--- src/dsf_defs.vh ---
// Constants for the drive status output flag block
`ifndef DSF_DEFS_VH
`define DSF_DEFS_VH

// ----------------------------------------------------------------
// Register byte offsets
// ----------------------------------------------------------------
`define DSF_OFS_CTRL 12'h000
`define DSF_OFS_THRESH 12'h004
`define DSF_OFS_TERM_SEL 12'h008
`define DSF_OFS_RELAY_SEL 12'h00c
`define DSF_OFS_STATUS 12'h010

// ----------------------------------------------------------------
// Field positions
// ----------------------------------------------------------------
`define DSF_CTRL_SRC_BIT 0
`define DSF_CTRL_SW_FWD_BIT 1
`define DSF_CTRL_SW_REV_BIT 2
`define DSF_CTRL_LC_MODE_LSB 3
`define DSF_CTRL_LC_MODE_MSB 4
`define DSF_THR_TEMP_LSB 0
`define DSF_THR_TEMP_MSB 7
`define DSF_THR_LEVEL_LSB 16
`define DSF_THR_LEVEL_MSB 31
`define DSF_STAT_TERM_LSB 8

// ----------------------------------------------------------------
// Reset values
// ----------------------------------------------------------------
`define DSF_RST_CTRL 5'h00
`define DSF_RST_TEMP 8'h78
`define DSF_RST_LEVEL 16'h0000
`define DSF_RST_SEL 6'h00

// ----------------------------------------------------------------
// Limits and encodings
// ----------------------------------------------------------------
`define DSF_TEMP_MAX 8'hc8
`define DSF_LC_MODE_ALWAYS 2'h0
`define DSF_LC_MODE_CONST 2'h1

// Terminal function codes (decimal values in hex)
`define DSF_FN_OVERHEAT 6'h2a
`define DSF_FN_LOW_CUR 6'h2b
`define DSF_FN_START 6'h2c
`define DSF_FN_READY 6'h32
`define DSF_FN_FWD 6'h33
`define DSF_FN_REV 6'h34
`define DSF_FN_MAJOR 6'h35

// Hardware trip codes that raise the major failure flag
`define DSF_TRIP_CT 8'h0a
`define DSF_TRIP_CPU 8'h0b
`define DSF_TRIP_GND 8'h0e
`define DSF_TRIP_FAN 8'h14
`define DSF_TRIP_GA 8'h17
`define DSF_TRIP_MAIN 8'h19

// Flag vector positions
`define DSF_FLAG_START 0
`define DSF_FLAG_OVERHEAT 1
`define DSF_FLAG_LOW_CUR 2
`define DSF_FLAG_READY 3
`define DSF_FLAG_FWD 4
`define DSF_FLAG_REV 5
`define DSF_FLAG_MAJOR 6
`define DSF_NUM_FLAGS 7

`endif

--- src/dsf_term_mux.v ---
// One output terminal: function code selects a flag, registered
`timescale 1ns/1ps

module dsf_term_mux (
	// Clock and reset
	input wire clk,
	input wire rst_n,
	// Selection and flags
	input wire [5:0] func_sel,
	input wire [6:0] flags,
	// Terminal level
	output reg term_out_r
);

`include "dsf_defs.vh"

reg term_nxt;

// ----------------------------------------------------------------
// Code decode
// ----------------------------------------------------------------
always @* begin
	case (func_sel)
		`DSF_FN_START: term_nxt = flags[`DSF_FLAG_START];
		`DSF_FN_OVERHEAT: term_nxt = flags[`DSF_FLAG_OVERHEAT];
		`DSF_FN_LOW_CUR: term_nxt = flags[`DSF_FLAG_LOW_CUR];
		`DSF_FN_READY: term_nxt = flags[`DSF_FLAG_READY];
		`DSF_FN_FWD: term_nxt = flags[`DSF_FLAG_FWD];
		`DSF_FN_REV: term_nxt = flags[`DSF_FLAG_REV];
		`DSF_FN_MAJOR: term_nxt = flags[`DSF_FLAG_MAJOR];
		default: term_nxt = 1'b0;
	endcase
end

always @(posedge clk) begin
	if (!rst_n) begin
		term_out_r <= 1'b0;
	end else begin
		term_out_r <= term_nxt;
	end
end

endmodule // dsf_term_mux

--- src/dsf_status_flags.v ---
// Drive status flags with programmable output terminals over APB
//
// Contract
// RULE1 - start contact flag while command received
// RULE2 - start contact flag ignores command source
// RULE3 - both directions commanded stops the motor
// RULE4 - overheat warning above threshold 0 to 200
// RULE5 - low current flag at or below level
// RULE6 - mode 00 always, 01 constant speed
// RULE7 - level limited to twice rated current
// RULE8 - ready flag when commands can be accepted
// RULE9 - commands arriving while not ready ignored
// RULE10 - not ready without main power
// RULE11 - forward flag while driving forward
// RULE12 - forward flag off reversing or stopping
// RULE13 - reverse flag while driving reverse
// RULE14 - reverse flag off forward or stopping
// RULE15 - major failure flag on qualifying trip
// RULE16 - only codes 10,11,14,20,23,25 qualify
// RULE17 - only hardware detected trips qualify
// RULE18 - five terminals and relay select flags
// RULE19 - registered inputs, terminals one cycle later
`timescale 1ns/1ps

module dsf_status_flags #(
	parameter NUM_TERM = 5,
	parameter CUR_W = 16
) (
	// Clock and reset
	input wire clk,
	input wire rst_n,
	// APB slave
	input wire psel,
	input wire penable,
	input wire pwrite,
	input wire [11:0] paddr,
	input wire [31:0] pwdata,
	output reg [31:0] prdata_r,
	output reg pready_r,
	output reg pslverr_r,
	// Run commands from terminals
	input wire forward_run_cmd,
	input wire reverse_run_cmd,
	// Drive control core state
	input wire main_power_ok,
	input wire motor_stopping,
	input wire const_speed,
	input wire [7:0] heatsink_temp,
	input wire [CUR_W-1:0] output_current,
	input wire [CUR_W-1:0] rated_current,
	input wire trip_active,
	input wire trip_hw,
	input wire [7:0] trip_code,
	// Motor drive command
	output reg motor_fwd_r,
	output reg motor_rev_r,
	// Output terminals and alarm relay
	output wire [NUM_TERM-1:0] term_out,
	output wire relay_out
);

`include "dsf_defs.vh"

// ----------------------------------------------------------------
// Functions
// ----------------------------------------------------------------
function is_major_code;
	input [7:0] code;
	begin
		case (code)
			`DSF_TRIP_CT, `DSF_TRIP_CPU, `DSF_TRIP_GND,
			`DSF_TRIP_FAN, `DSF_TRIP_GA, `DSF_TRIP_MAIN: is_major_code = 1'b1;
			default: is_major_code = 1'b0;
		endcase
	end
endfunction

// ----------------------------------------------------------------
// Declarations
// ----------------------------------------------------------------
reg src_reg_r;
reg sw_fwd_r;
reg sw_rev_r;
reg [1:0] lc_mode_r;
reg [7:0] temp_thr_r;
reg [CUR_W-1:0] lc_level_r;
reg [6*NUM_TERM-1:0] term_sel_r;
reg [5:0] relay_sel_r;

reg fw_in_r;
reg rv_in_r;
reg power_in_r;
reg stopping_in_r;
reg const_in_r;
reg [7:0] temp_in_r;
reg [CUR_W-1:0] cur_in_r;
reg [CUR_W-1:0] rated_in_r;
reg trip_in_r;
reg trip_hw_in_r;
reg [7:0] trip_code_in_r;

reg fwd_prev_r;
reg rev_prev_r;
reg fwd_armed_r;
reg rev_armed_r;
reg motor_fwd_nxt;
reg motor_rev_nxt;
reg fwd_armed_nxt;
reg rev_armed_nxt;

wire cmd_fwd;
wire cmd_rev;
wire [7:0] temp_thr_eff;
wire [CUR_W:0] level_max;
wire [CUR_W:0] level_eff;
wire lc_enable;
wire [6:0] flags;

wire apb_setup;
wire apb_wr;
reg [31:0] rd_nxt;
reg err_nxt;

// ----------------------------------------------------------------
// Input registers
// ----------------------------------------------------------------
always @(posedge clk) begin
	if (!rst_n) begin
		fw_in_r <= 1'b0;
		rv_in_r <= 1'b0;
		power_in_r <= 1'b0;
		stopping_in_r <= 1'b0;
		const_in_r <= 1'b0;
		temp_in_r <= 8'h00;
		cur_in_r <= {CUR_W{1'b0}};
		rated_in_r <= {CUR_W{1'b0}};
		trip_in_r <= 1'b0;
		trip_hw_in_r <= 1'b0;
		trip_code_in_r <= 8'h00;
	end else begin
		fw_in_r <= forward_run_cmd; // see RULE19
		rv_in_r <= reverse_run_cmd;
		power_in_r <= main_power_ok;
		stopping_in_r <= motor_stopping;
		const_in_r <= const_speed;
		temp_in_r <= heatsink_temp;
		cur_in_r <= output_current;
		rated_in_r <= rated_current;
		trip_in_r <= trip_active;
		trip_hw_in_r <= trip_hw;
		trip_code_in_r <= trip_code;
	end
end

// ----------------------------------------------------------------
// Run command selection and acceptance
// ----------------------------------------------------------------
assign cmd_fwd = src_reg_r ? sw_fwd_r : fw_in_r;
assign cmd_rev = src_reg_r ? sw_rev_r : rv_in_r;

// Ready without main power or during a trip is never given
assign flags[`DSF_FLAG_READY] = power_in_r & ~trip_in_r; // see RULE8 see RULE10
// Command received on whichever source is selected
assign flags[`DSF_FLAG_START] = cmd_fwd | cmd_rev; // see RULE1 see RULE2

// A command edge is armed only while ready; one seen while not ready
// stays ignored until the command is released and given again
always @* begin
	fwd_armed_nxt = fwd_armed_r;
	rev_armed_nxt = rev_armed_r;
	if (!cmd_fwd) begin
		fwd_armed_nxt = 1'b0;
	end else if (cmd_fwd && !fwd_prev_r && flags[`DSF_FLAG_READY]) begin
		fwd_armed_nxt = 1'b1; // see RULE9
	end
	if (!cmd_rev) begin
		rev_armed_nxt = 1'b0;
	end else if (cmd_rev && !rev_prev_r && flags[`DSF_FLAG_READY]) begin
		rev_armed_nxt = 1'b1; // see RULE9
	end
	if (!flags[`DSF_FLAG_READY]) begin
		fwd_armed_nxt = 1'b0;
		rev_armed_nxt = 1'b0;
	end
	motor_fwd_nxt = fwd_armed_nxt & ~cmd_rev; // see RULE3
	motor_rev_nxt = rev_armed_nxt & ~cmd_fwd; // see RULE3
end

always @(posedge clk) begin
	if (!rst_n) begin
		fwd_prev_r <= 1'b0;
		rev_prev_r <= 1'b0;
		fwd_armed_r <= 1'b0;
		rev_armed_r <= 1'b0;
		motor_fwd_r <= 1'b0;
		motor_rev_r <= 1'b0;
	end else begin
		fwd_prev_r <= cmd_fwd;
		rev_prev_r <= cmd_rev;
		fwd_armed_r <= fwd_armed_nxt;
		rev_armed_r <= rev_armed_nxt;
		motor_fwd_r <= motor_fwd_nxt;
		motor_rev_r <= motor_rev_nxt;
	end
end

// ----------------------------------------------------------------
// Rotation flags
// ----------------------------------------------------------------
assign flags[`DSF_FLAG_FWD] = motor_fwd_r & ~stopping_in_r; // see RULE11 see RULE12
assign flags[`DSF_FLAG_REV] = motor_rev_r & ~stopping_in_r; // see RULE13 see RULE14

// ----------------------------------------------------------------
// Overheat warning
// ----------------------------------------------------------------
assign temp_thr_eff = (temp_thr_r > `DSF_TEMP_MAX) ? `DSF_TEMP_MAX : temp_thr_r;
assign flags[`DSF_FLAG_OVERHEAT] = temp_in_r > temp_thr_eff; // see RULE4

// ----------------------------------------------------------------
// Low current indication
// ----------------------------------------------------------------
assign level_max = {rated_in_r, 1'b0};
assign level_eff = ({1'b0, lc_level_r} > level_max) ? level_max : {1'b0, lc_level_r}; // see RULE7
assign lc_enable = (motor_fwd_r | motor_rev_r) &
	((lc_mode_r == `DSF_LC_MODE_ALWAYS) ||
	((lc_mode_r == `DSF_LC_MODE_CONST) && const_in_r)); // see RULE6
assign flags[`DSF_FLAG_LOW_CUR] = lc_enable & ({1'b0, cur_in_r} <= level_eff); // see RULE5

// ----------------------------------------------------------------
// Major failure
// ----------------------------------------------------------------
assign flags[`DSF_FLAG_MAJOR] = trip_in_r & trip_hw_in_r & // see RULE15 see RULE17
	is_major_code(trip_code_in_r); // see RULE16

// ----------------------------------------------------------------
// Output terminals and relay
// ----------------------------------------------------------------
genvar gi;
generate
	for (gi = 0; gi < NUM_TERM; gi = gi + 1) begin : g_term
		dsf_term_mux u_term (
			.clk(clk),
			.rst_n(rst_n),
			.func_sel(term_sel_r[6*gi +: 6]),
			.flags(flags),
			.term_out_r(term_out[gi])
		); // see RULE18 see RULE19
	end
endgenerate

dsf_term_mux u_relay (
	.clk(clk),
	.rst_n(rst_n),
	.func_sel(relay_sel_r),
	.flags(flags),
	.term_out_r(relay_out)
); // see RULE18

// ----------------------------------------------------------------
// APB slave, one wait state
// ----------------------------------------------------------------
assign apb_setup = psel & penable & ~pready_r;
assign apb_wr = apb_setup & pwrite;

always @* begin
	rd_nxt = 32'h00000000;
	err_nxt = 1'b0;
	case (paddr)
		`DSF_OFS_CTRL: begin
			rd_nxt[`DSF_CTRL_SRC_BIT] = src_reg_r;
			rd_nxt[`DSF_CTRL_SW_FWD_BIT] = sw_fwd_r;
			rd_nxt[`DSF_CTRL_SW_REV_BIT] = sw_rev_r;
			rd_nxt[`DSF_CTRL_LC_MODE_MSB:`DSF_CTRL_LC_MODE_LSB] = lc_mode_r;
		end
		`DSF_OFS_THRESH: begin
			rd_nxt[`DSF_THR_TEMP_MSB:`DSF_THR_TEMP_LSB] = temp_thr_r;
			rd_nxt[`DSF_THR_LEVEL_LSB +: CUR_W] = lc_level_r;
		end
		`DSF_OFS_TERM_SEL: begin
			rd_nxt[6*NUM_TERM-1:0] = term_sel_r;
		end
		`DSF_OFS_RELAY_SEL: begin
			rd_nxt[5:0] = relay_sel_r;
		end
		`DSF_OFS_STATUS: begin
			rd_nxt[`DSF_NUM_FLAGS-1:0] = flags;
			rd_nxt[`DSF_STAT_TERM_LSB +: NUM_TERM] = term_out;
			rd_nxt[`DSF_STAT_TERM_LSB + NUM_TERM] = relay_out;
			rd_nxt[`DSF_STAT_TERM_LSB + NUM_TERM + 1] = motor_fwd_r;
			rd_nxt[`DSF_STAT_TERM_LSB + NUM_TERM + 2] = motor_rev_r;
		end
		default: begin
			err_nxt = 1'b1;
		end
	endcase
end

always @(posedge clk) begin
	if (!rst_n) begin
		pready_r <= 1'b0;
		pslverr_r <= 1'b0;
		prdata_r <= 32'h00000000;
	end else begin
		pready_r <= apb_setup;
		pslverr_r <= apb_setup & err_nxt;
		prdata_r <= (apb_setup && !pwrite) ? rd_nxt : 32'h00000000;
	end
end

// Writes take effect at the edge where pready is sampled high
always @(posedge clk) begin
	if (!rst_n) begin
		src_reg_r <= 1'b0;
		sw_fwd_r <= 1'b0;
		sw_rev_r <= 1'b0;
		lc_mode_r <= `DSF_LC_MODE_ALWAYS;
		temp_thr_r <= `DSF_RST_TEMP;
		lc_level_r <= `DSF_RST_LEVEL;
		term_sel_r <= {NUM_TERM{`DSF_RST_SEL}};
		relay_sel_r <= `DSF_RST_SEL;
	end else if (psel && penable && pready_r && pwrite) begin
		case (paddr)
			`DSF_OFS_CTRL: begin
				src_reg_r <= pwdata[`DSF_CTRL_SRC_BIT];
				sw_fwd_r <= pwdata[`DSF_CTRL_SW_FWD_BIT];
				sw_rev_r <= pwdata[`DSF_CTRL_SW_REV_BIT];
				lc_mode_r <= pwdata[`DSF_CTRL_LC_MODE_MSB:`DSF_CTRL_LC_MODE_LSB];
			end
			`DSF_OFS_THRESH: begin
				temp_thr_r <= pwdata[`DSF_THR_TEMP_MSB:`DSF_THR_TEMP_LSB];
				lc_level_r <= pwdata[`DSF_THR_LEVEL_LSB +: CUR_W];
			end
			`DSF_OFS_TERM_SEL: begin
				term_sel_r <= pwdata[6*NUM_TERM-1:0];
			end
			`DSF_OFS_RELAY_SEL: begin
				relay_sel_r <= pwdata[5:0];
			end
			default: begin
				relay_sel_r <= relay_sel_r;
			end
		endcase
	end
end

endmodule // dsf_status_flags

--- config.mk ---
export PLATFORM = sky130hd
export DESIGN_NAME = dsf_status_flags
export DESIGN_NICKNAME = d
export VERILOG_FILES = /design/src/dsf_term_mux.v /design/src/dsf_status_flags.v
export VERILOG_INCLUDE_DIRS = /design/src /design/src/src
export SDC_FILE = /design/constraint.sdc
export NUM_CORES = 1
export LEC_CHECK = 0
export BUFFER_PORTS_ARGS = -buffer_cell sky130_fd_sc_hd__buf_2
export CAP_MARGIN = 20
export CORE_ASPECT_RATIO = 1.2
export CORE_UTILIZATION = 50
export CTS_CLUSTER_DIAMETER = 120
export DETAILED_ROUTE_END_ITERATION = 7
export PLACE_DENSITY = 0.82
export SLEW_MARGIN = 30
export SYNTH_ARGS = -nofsm -noshare
export SYNTH_HDL_FRONTEND = slang
export SYNTH_SLANG_ARGS = --single-unit
--- constraint.sdc ---
create_clock -name clk -period 3.7 [get_ports clk]
set_clock_uncertainty 0.1 [all_clocks]
set_input_delay 0 -clock clk [delete_from_list [all_inputs] [get_ports clk]]
set_output_delay 0 -clock clk [all_outputs]
set_load 0.03 [all_outputs]
## Word-level counts from Yosys, hierarchy flattened

Index checks and enable logic that the tools add are counted.

- Register bits after elaboration: 166
- Input bits: 104
- Output and inout bits: 42
- Word-level logic and storage cells: 158

- $lt $le $gt $ge: 4
- Equality and inequality tests: 53
- Muxes and demuxes: 24
- Bitwise logic cells: 19
- Reduce and logical (&&, ||, !) cells: 23

Operator list:

| cell | count |
|---|---|
| $eq A6 B6 Y1 const B | 42 |
| $pmux W1 S7 | 6 |
| $pmux W14 S2 | 1 |
| $pmux W5 S5 | 1 |
| $eq A12 B4 Y1 const B | 2 |
| $eq A8 B4 Y1 const B | 3 |
| $eq A8 B5 Y1 const B | 3 |
| $gt A16 B17 Y1 | 1 |
| $le A16 B17 Y1 | 1 |
| $mux W17 | 1 |
| $pmux W8 S2 | 1 |
| $and A1 B1 Y1 | 12 |
| $eq A12 B3 Y1 const B | 1 |
| $eq A12 B5 Y1 const B | 1 |
| $logic_not A12 Y1 | 1 |
| $mux W1 | 10 |
| $reduce_and A2 Y1 | 5 |
| $logic_and A1 B1 Y1 | 9 |
| $gt A8 B8 Y1 | 1 |
| $gt A8 B8 Y1 const B | 1 |
| $mux W8 | 1 |
| $reduce_or A6 Y1 | 1 |
| $not A1 Y1 | 5 |
| $reduce_or A5 Y1 | 1 |
| other kinds (9) | 12 |

## Longest topological paths before layout

Gate-level depths: netlist (run 1).

- Depth after elaboration: 7
- Gate-level depth with buffers: 16
- Depth with buffers taken out: 15

## By module

From an unflattened synthesis (run 1), not the netlist that was laid out.

- Cells, all modules: 797
- Area, all modules: 7608.5 um2

Modules (own cells, without submodules):

| module | times used | cells an instance | area each (um2) | seq. area each (um2) |
|---|---|---|---|---|
| dsf_status_flags | 1 | 713 | 6805.3 | 3203.1 |
| dsf_term_mux | 6 | 14 | 133.9 | 20.0 |

## Worst setup path after synthesis (run 1)

Ideal clock, no wire load.

- Path type: register to register
- Start point: reg rated_in_r[11]
- End point: reg g_term[3].u_term.term_out_r
- Setup time: 0.074 ns
- Arrival time: 3.678 ns
- Required time: 3.526 ns
- Slack: -0.152 ns
- Stages on the path, launching flop included: 15
- Period minus slack after synthesis: 3.852 ns
- Path through: dfxtp_1 > inv_1 > ha_1 > nand4_1 > or4_1 > o31ai_2 > buf_2 > mux2i_1 > ha_1 > nand3_1 > or3_1 > o32ai_1 > a31o_2 > nand4_1 > a31oi_1

- Longest elaborated chain between the ends: 5

Ends and longest elaborated chain:

| item | line | source |
|---|---|---|
| start, declared | dsf_status_flags.v:97 | `reg [CUR_W-1:0] rated_in_r;` |
| start signal, assigned | dsf_status_flags.v:136 | `rated_in_r <= {CUR_W{1'b0}};` |
| start signal, assigned | dsf_status_flags.v:148 | `rated_in_r <= rated_current;` |
| $gt A16 B17 Y1 | dsf_status_flags.v:223 | `assign level_eff = ({1'b0, lc_level_r} > level_max) ? level_max : {1'b0, lc_level_r};` |
| $mux W17 * | dsf_status_flags.v:223 |  |
| $le A16 B17 Y1 * | dsf_status_flags.v:227 | `` assign flags[`DSF_FLAG_LOW_CUR] = lc_enable & ({1'b0, cur_in_r} <= level_eff); `` |
| $and A1 B1 Y1 * | dsf_status_flags.v:227 |  |
| $pmux W1 S7 * | dsf_term_mux.v:23 | `case (func_sel)` |
| end signal, assigned | dsf_term_mux.v:39 | `term_out_r <= term_nxt;` |
| end, declared | dsf_term_mux.v:12 | `output reg term_out_r` |

Mark *: on every way between the ends. The rest lies on a longest branch, timed or not.
A chain may end at the register's enable or synchronous reset.

## Final worst setup path (run 1)

- Start point: reg rated_in_r[12]
- End point: reg prdata_r[2]

- Longest elaborated chain between the ends: 5

Ends and longest elaborated chain:

| item | line | source |
|---|---|---|
| $gt A16 B17 Y1 | dsf_status_flags.v:223 |  |
| $mux W17 * | dsf_status_flags.v:223 |  |
| $le A16 B17 Y1 * | dsf_status_flags.v:227 |  |
| $and A1 B1 Y1 * | dsf_status_flags.v:227 |  |
| $pmux W5 S5 * | dsf_status_flags.v:268 | `case (paddr)` |
| end signal, assigned | dsf_status_flags.v:306 | `prdata_r <= (apb_setup && !pwrite) ? rd_nxt : 32'h00000000;` |
| end, declared | dsf_status_flags.v:38 | `output reg [31:0] prdata_r,` |

Marks and branches as above.

==> results of run 1 <==
-- power by group --
group | leakage [nW] | internal (mW) | switching, mW
Sequential | 1.36 | 1.82 | 0.0189
Combinational | 2.67 | 0.185 | 0.143
Clock | 0.274 | 1.04 | 0.758
Total | 4.30 | 3.05 | 0.920
-- metrics by stage --
step	cells	instance area, um2	TNS (ns)
floorplan	836	7630	0
global placement	1164	8580	-0.305
detailed placement	1164	8580	-0.945
CTS	1293	10200	0
global route	1295	10400	-2.35
finish	1295	10400	-1.39
-- cell type report --
type	count	area [um2]
tap	204	255
inverter	24	90.1
clock inverter	12	143
fill	1118	4580
sequential	166	3330
multi-input combinational	598	4170
timing repair buffer	271	1930
clock buffer	20	457
-- what timing repair did --
item,in CTS,in global routing
gates cloned,0,1
buffers inserted,4,1
gates resized for setup,11,28
pin swaps,6,6
endpoints found under the hold margin,132,0
setup endpoints to repair,7,7
hold buffers,93,0
-- cell usage after synthesis, types with 4 or more instances --
master | instances | share of area
nor3_1 | 10 | 0.0066
nor2_1 | 40 | 0.020
inv_1 | 24 | 0.012
ha_1 | 39 | 0.064
o211ai_1 | 6 | 0.0059
nand4b_1 | 4 | 0.0046
nor2b_1 | 34 | 0.028
dfxtp_1 | 166 | 0.44
o21ai_0 | 6 | 0.0039
a22o_1 | 16 | 0.018
nand3_1 | 17 | 0.011
nand2_1 | 142 | 0.070
buf_4 | 8 | 0.0079
buf_2 | 6 | 0.0039
a22oi_1 | 16 | 0.016
nand4_1 | 11 | 0.0090
a31oi_1 | 8 | 0.0066
clkbuf_1 | 31 | 0.015
and3_1 | 4 | 0.0033
nand3b_1 | 6 | 0.0059
mux4_2 | 5 | 0.015
mux2i_1 | 30 | 0.039
a21oi_1 | 23 | 0.015
nand2b_1 | 12 | 0.0099
a21boi_0 | 32 | 0.032
a21boi_1 | 19 | 0.019
a21o_1 | 4 | 0.0039
and2_1 | 62 | 0.051
-- registers in the layout (all words and copies together), names as in the netlist, 2 cells and up --
| name | cells |
|---|---|
| g_term.u_term.term_out_r | 5 |
| rated_in_r | 16 |
| temp_in_r | 8 |
| lc_level_r | 16 |
| relay_sel_r | 6 |
| prdata_r | 32 |
| trip_code_in_r | 8 |
| lc_mode_r | 2 |
| cur_in_r | 16 |
| term_sel_r | 30 |
| temp_thr_r | 8 |
-- layer usage --
metal,part of all wire,wire length (um),track usage,up-vias
met5,0,0,0,-
met4,0.035,775,0.141,0
met3,0.057,1270,0.0554,60
met2,0.51,11300,0.495,301
met1,0.40,8920,0.322,3316
li1,-,-,-,3365
-- logic make-up (layout without fill, tap and decap cells) --
kind of cell               count (synthesis)  count (layout)  synth area share
AOI/OAI and AO/OA                        153             153             0.146
xor gates and xnor gates                   4               4           0.00460
adders and majority gates                 39              39            0.0641
buffers and inverters                     72             327            0.0434
DFF                                      166             166             0.436
muxes                                     37              37            0.0572
and+or+nand+nor                          365             365             0.248
-- path summary, 6_finish.rpt --
check,startpoint,depth (start not counted),endpoint
worst min-delay path,paddr[6],5,prdata_r[4]$_SDFF_PN0_
worst max-delay path,rated_in_r[12]$_SDFF_PN0_,16,prdata_r[2]$_SDFF_PN0_
worst max register to register,rated_in_r[12]$_SDFF_PN0_,16,prdata_r[2]$_SDFF_PN0_
worst min register to register,term_sel_r[27]$_SDFFE_PN0P_,2,term_sel_r[27]$_SDFFE_PN0P_
-- worst reg2reg max path: stages, from the launching register on --
cell,delay (ns)
dfxtp_1,0.35
inv_1,0.06
ha_1,0.27
nand4b_1,0.15
or4_4,0.46
a21o_1,0.20
o221ai_4,0.10
o31ai_4,0.16
buf_12,0.17
mux2i_1,0.12
ha_1,0.35
nand4_1,0.20
or3_4,0.41
nand2b_4,0.16
a31o_4,0.29
a32oi_2,0.22
nor2_1,0.06
==> results.tsv, run 1 <==
stage	metric	value	unit
outcome	status	finished, violations left	
clocking	CTS tree	built	
worst_setup_path	max incr delay on CP	0.46	ns
final_layout	total number of nets in the final design	1221	
worst_setup_path	required time of the worst setup path	3.91	ns
grt	Total Routing Usage GR	0.280	
final_layout	growth of design area from synthesis to finish	36.4	%
route	Antenna Violating Nets Remaining	0	
placed_design	routability congestion estimate	0.916	
clocking	buffers from clock root to sink, at most	2	
yosys	synthesized flop and latch total	166	
worst_setup_path	slowest cell on the critical path	or4_4	
worst_setup_path	startpoint kind of the worst setup timing path	flip-flop	
clocking	clock buffers created by TritonCTS	17	
worst_setup_path	crit path capture type	flip-flop	
power_and_ir_drop	total leakage power	4.30	nW
route	number of detailed-routing iterations run before antenna repair	5	
yosys	flip-flop cell with the highest count after synthesis	dfxtp_1	
clocking	clock net sink count	166	
yosys	Synth cell types	65	
yosys	Post-Synthesis Net Count	979	
die	number of top-level pins	146	
grt	leftover overflow at the end of global routing	0	
power_and_ir_drop	highest ir drop seen on vdd	341	uV
timing	final hold violations	0	
clocking	clock transition time at the flip-flop clock pins of the worst setup and hold paths	0.06	ns
route	mean number of vias per cell	5.44	
yosys	number of flops mapped to enable cells by yosys	0	
timing	setup ws final	-0.250	ns
final_layout	highest-count cells in the layout ignoring fill and taps	dfxtp_1 (157), buf_2 (145), nand2_1 (140)	
placed_design	Post-Place Worst Slack	-0.162	ns
yosys	Syn Std Cell Area	7610	um2
worst_setup_path	library cell appearing most often on the critical path	ha_1	
timing	clock period minus worst slack	3.95	ns
worst_setup_path	CP Cell Sequence	inv_1 > ha_1 > nand4b_1 > or4_4 > a21o_1 > o221ai_4 > o31ai_4 > buf_12 > mux2i_1 > ha_1 > nand4_1 > or3_4 > nand2b_4 > a31o_4 > a32oi_2 > nor2_1	
route	remaining design rule violation count	0	
grt	number of global-route vias before repair	7007	
power_and_ir_drop	Pwr per Cell Area	382	nW/um2
route	total wirelength of the detailed-routed design	22200	um
yosys	sequential fraction of the synthesis area	0.436	
final_layout	leading cell type in the layout, fill and taps excluded	dfxtp_1	
yosys	gate count after technology mapping	836	
clocking	clock insertion delay at the later pin of the skew report	0.44	ns
worst_setup_path	highest fanout seen on the critical path	7	
die	Chip Height	137	um
final_layout	proportion of layout cells with a drive suffix above 1	0.240	
min_path	worst min-delay path class	in2reg	
worst_setup_path	category of the most critical setup path	reg2reg	
yosys	Yosys Warn Count	0	
timing	Final setup viols	7	
grt	initial antenna violation count	0	
final_layout	antenna diode count	0	
final_layout	final cell utilization of the core	0.694	
timing	final worst path period share	1.07	
worst_setup_path	setup slack on the worst flop-to-flop path	-0.25	ns
placed_design	IO Port Bufs	145	
timing	number of max-slew violations in the final report	0	
die	Placeable Area	15000	um2
route	number of violations reported at the end of detailed-routing iteration 0	451	
job	max_cap viols	0	
timing	transition at the pin with the smallest max-transition slack	0.961	ns
die	starting density of the core	0.509	
worst_setup_path	worst path buffer plus inverter count	2	
die	die width	115	um
timing	RSZ-0062 raised after global routing	yes	
worst_setup_path	arrival time of data at the critical path endpoint	4.16	ns
grt	wire length of the first global-routing pass	33600	um
placed_design	Detailed Place HPWL	13600	um
outcome	failing checks	negative setup slack	
die	overall die area	15700	um2
grt	maximum number of pins on one net before global-route repair	89	
clocking	clock tree root buffer cell	clkbuf_16	
yosys	ys async rst share	0	
timing	Max-Slew Margin vs Limit	0.358	
route	average wire per cell in the routed design	17.2	um
power_and_ir_drop	power after layout	3.97	mW
timing	maximum frequency from static timing analysis	0.253	GHz
yosys	Mean Syn Cell Area	9.11	um2
timing	Hold Slack	0.0167	ns
worst_setup_path	top cell family by delay on the critical path	simple AND/OR/NAND/NOR gates	
die	row count	49	
clocking	number of levels in the clock H-tree	4	
route	vias post-DR	7042	
Power figures use the tool's default switching activity.
==> inputs of run 2 (changes only) <==
--- a/config.mk
+++ b/config.mk
@@ -11,8 +11,10 @@
 export CORE_ASPECT_RATIO = 1.2
 export CORE_UTILIZATION = 50
 export CTS_CLUSTER_DIAMETER = 120
+export CTS_CLUSTER_SIZE = 14
 export DETAILED_ROUTE_END_ITERATION = 7
 export PLACE_DENSITY = 0.82
+export SETUP_SLACK_MARGIN = 0.3
 export SLEW_MARGIN = 30
 export SYNTH_ARGS = -nofsm -noshare
 export SYNTH_HDL_FRONTEND = slang
==> results.tsv, run 2 (same netlist as run 1, synthesis figures left out) <==
stage	metric	value	unit	change
outcome	status	finished, violations left		
outcome	failing checks	negative setup slack		
placed_design	placed instance count	1161		-0.26%
clocking	buffers from clock root to sink, at most	2		unchanged
route	number of violations reported at the end of detailed-routing iteration 0	508		+13%
route	vias post-DR	6998		-0.62%
worst_setup_path	max incr delay on CP	0.54	ns	+0.08 ns
worst_setup_path	worst path buffer plus inverter count	2		unchanged
final_layout	growth of design area from synthesis to finish	35.3	%	
power_and_ir_drop	highest ir drop seen on vdd	310	uV	-9.3%
grt	maximum number of pins on one net before global-route repair	130		+46%
clocking	CTS tree	built		
grt	global-route met3 utilization	0.0506		-0.00484
timing	RSZ-0062 raised after global routing	yes		
route	Antenna Violating Nets Remaining	0		unchanged
final_layout	highest-count cells in the layout ignoring fill and taps	dfxtp_1 (157), buf_2 (145), nand2_1 (141)		
final_layout	final cell count without fillers	1296		+0.077%
timing	final worst path period share	1.04		-0.0235
final_layout	number of fill cells in the layout	1130		+1.1%
final_layout	registers with the most flip-flops	prdata_r x32, term_sel_r x30		
power_and_ir_drop	total leakage power	4.29	nW	-0.17%
timing	Max-Slew Margin vs Limit	0.395		+0.0367
worst_setup_path	slowest cell on the critical path	or4_4		
clocking	number of levels in the clock H-tree	4		unchanged
clocking	clock insertion delay at the later pin of the skew report	0.44	ns	about the same
clocking	clock transition time at the flip-flop clock pins of the worst setup and hold paths	0.06	ns	about the same
final_layout	antenna diode count	0		unchanged
final_layout	largest reg by FF count	prdata_r		
route	average wire per cell in the routed design	16.7	um	-2.4%
final_layout	proportion of layout cells with a drive suffix above 1	0.234		-0.00663
grt	leftover overflow at the end of global routing	0		unchanged
timing	number of max-slew violations in the final report	0		unchanged
grt	fraction of met1 tracks used by global routing	0.317		-0.00467
route	number of detailed-routing iterations run before antenna repair	5		unchanged
final_layout	sequential cell area in the final layout	3330	um2	unchanged
grt	Total Routing Usage GR	0.270		-0.00971
die	die width	115	um	unchanged
die	Placeable Area	15000	um2	unchanged
grt	initial antenna violation count	0		unchanged
route	remaining design rule violation count	0		unchanged
power_and_ir_drop	Pwr per Cell Area	377	nW/um2	-1.2%
clocking	clock net sink count	166		unchanged
final_layout	total number of nets in the final design	1223		+0.16%
min_path	worst min-delay path class	in2reg		
grt	most utilized layer in the global route result	met2		
timing	Hold Slack	0.0144	ns	-0.00227 ns
clocking	clock buffers created by TritonCTS	17		unchanged
final_layout	final cell utilization of the core	0.689		-0.00518
grt	wire length of the first global-routing pass	32500	um	-3.5%
worst_setup_path	crit path capture type	flip-flop		
die	starting density of the core	0.509		unchanged
final_layout	leading cell type in the layout, fill and taps excluded	dfxtp_1		
placed_design	routability congestion estimate	0.890		-2.9%
worst_setup_path	arrival time of data at the critical path endpoint	4.12	ns	-0.04 ns
final_layout	multi-input logic area	4120	um2	-1.1%
job	max_cap viols	0		unchanged
timing	maximum frequency from static timing analysis	0.259	GHz	+2.3%
die	row count	49		unchanged
worst_setup_path	CP Cell Sequence	inv_2 > ha_4 > nand4_1 > or4_4 > a21o_1 > o221ai_4 > o31ai_4 > buf_4 > mux2i_1 > ha_1 > a211oi_1 > nor2_1 > o31ai_1 > a31o_4 > nand3_1 > a41oi_2		
worst_setup_path	top cell family by delay on the critical path	compound AO/OA/AOI/OAI gates		
worst_setup_path	startpoint kind of the worst setup timing path	flip-flop		
worst_setup_path	highest fanout seen on the critical path	7		unchanged
grt	M2 GR Usage	0.473		-0.0219
route	total wirelength of the detailed-routed design	21700	um	-2.4%
placed_design	Detailed Place HPWL	13100	um	-3.5%
timing	transition at the pin with the smallest max-transition slack	0.906	ns	-0.0550 ns
final_layout	flip-flop count of the largest register, all copies and words added	32		unchanged
die	overall die area	15700	um2	unchanged
placed_design	IO Port Bufs	145		unchanged
die	Chip Height	137	um	unchanged
route	mean number of vias per cell	5.40		-0.70%
timing	final hold violations	0		unchanged
clocking	clock tree root buffer cell	clkbuf_16		
timing	setup ws final	-0.163	ns	+0.0871 ns
worst_setup_path	category of the most critical setup path	reg2reg		
worst_setup_path	required time of the worst setup path	3.96	ns	+0.05 ns
timing	clock period minus worst slack	3.86	ns	-0.0871 ns
grt	number of global-route vias before repair	6665		-4.9%
die	number of top-level pins	146		unchanged
timing	Final setup viols	7		unchanged
-- run 2: per-layer routing --
| layer | up-vias | share of wire | wire length (um) |
|---|---|---|---|
| li1 | 3369 | - | - |
| met2 | 319 | 0.49 | 10700 |
| met1 | 3247 | 0.41 | 8820 |
| met5 | - | 0 | 0 |
| met4 | 0 | 0.038 | 826 |
| met3 | 63 | 0.061 | 1320 |
-- run 2: per-stage QoR --
step           setup TNS (ns)  setup WS [ns]  area [um2]  total power [mW]
6_report                -1.08         -0.163       10300              3.89
5_1_grt                 -2.07         -0.333       10300              4.00
4_1_cts                -0.274        -0.0743       10200              3.87
3_5_place_dp           -0.654         -0.123        8610              2.10
3_3_place_gp                0         0.0162        8610              2.09
2_1_floorplan               0          0.184        7680              1.99
-- run 2: power breakdown --
part / leakage (nW) / switching [mW] / total (mW) / internal (mW)
clock network: 0.267 / 0.695 / 1.72 / 1.03
registers: 1.36 / 0.0181 / 1.84 / 1.82
logic: 2.67 / 0.140 / 0.326 / 0.186
total: 4.29 / 0.853 / 3.89 / 3.03
-- run 2: cell type report --
| class | count | area share |
|---|---|---|
| multi-input cells | 598 | 0.400 |
| flip-flops and latches | 166 | 0.324 |
| repair buffers | 273 | 0.188 |
| clock buffers | 24 | 0.0458 |
| well taps | 204 | 0.0248 |
| clock inverters | 7 | 0.00935 |
| inverters | 24 | 0.00874 |
-- run 2: final timing paths --
check	from	depth (start not counted)	to	slack [ns]
setup / recovery	rated_in_r[11]$_SDFF_PN0_	16	g_term[1].u_term.term_out_r$_SDFF_PN0_	-0.16
hold / removal	pwrite	3	prdata_r[12]$_SDFF_PN0_	0.01
setup reg to reg	rated_in_r[11]$_SDFF_PN0_	16	g_term[1].u_term.term_out_r$_SDFF_PN0_	-0.16
hold reg to reg	term_sel_r[16]$_SDFFE_PN0P_	2	term_sel_r[16]$_SDFFE_PN0P_	0.39
-- run 2: worst min-delay path, stage by stage --
cell and delay (ns):
buf_2 0.09, or2_2 0.32, nor2_1 0.08
-- run 2: timing repair --
action | 4_1_cts | 5_1_grt
pin swaps | 7 | 4
hold buffers | 91 | 0
resized for setup | 12 | 8
setup endpoints to repair | 7 | 7
hold endpoints to repair | 122 | 0
cloned | 0 | 0
setup buffers | 6 | 7
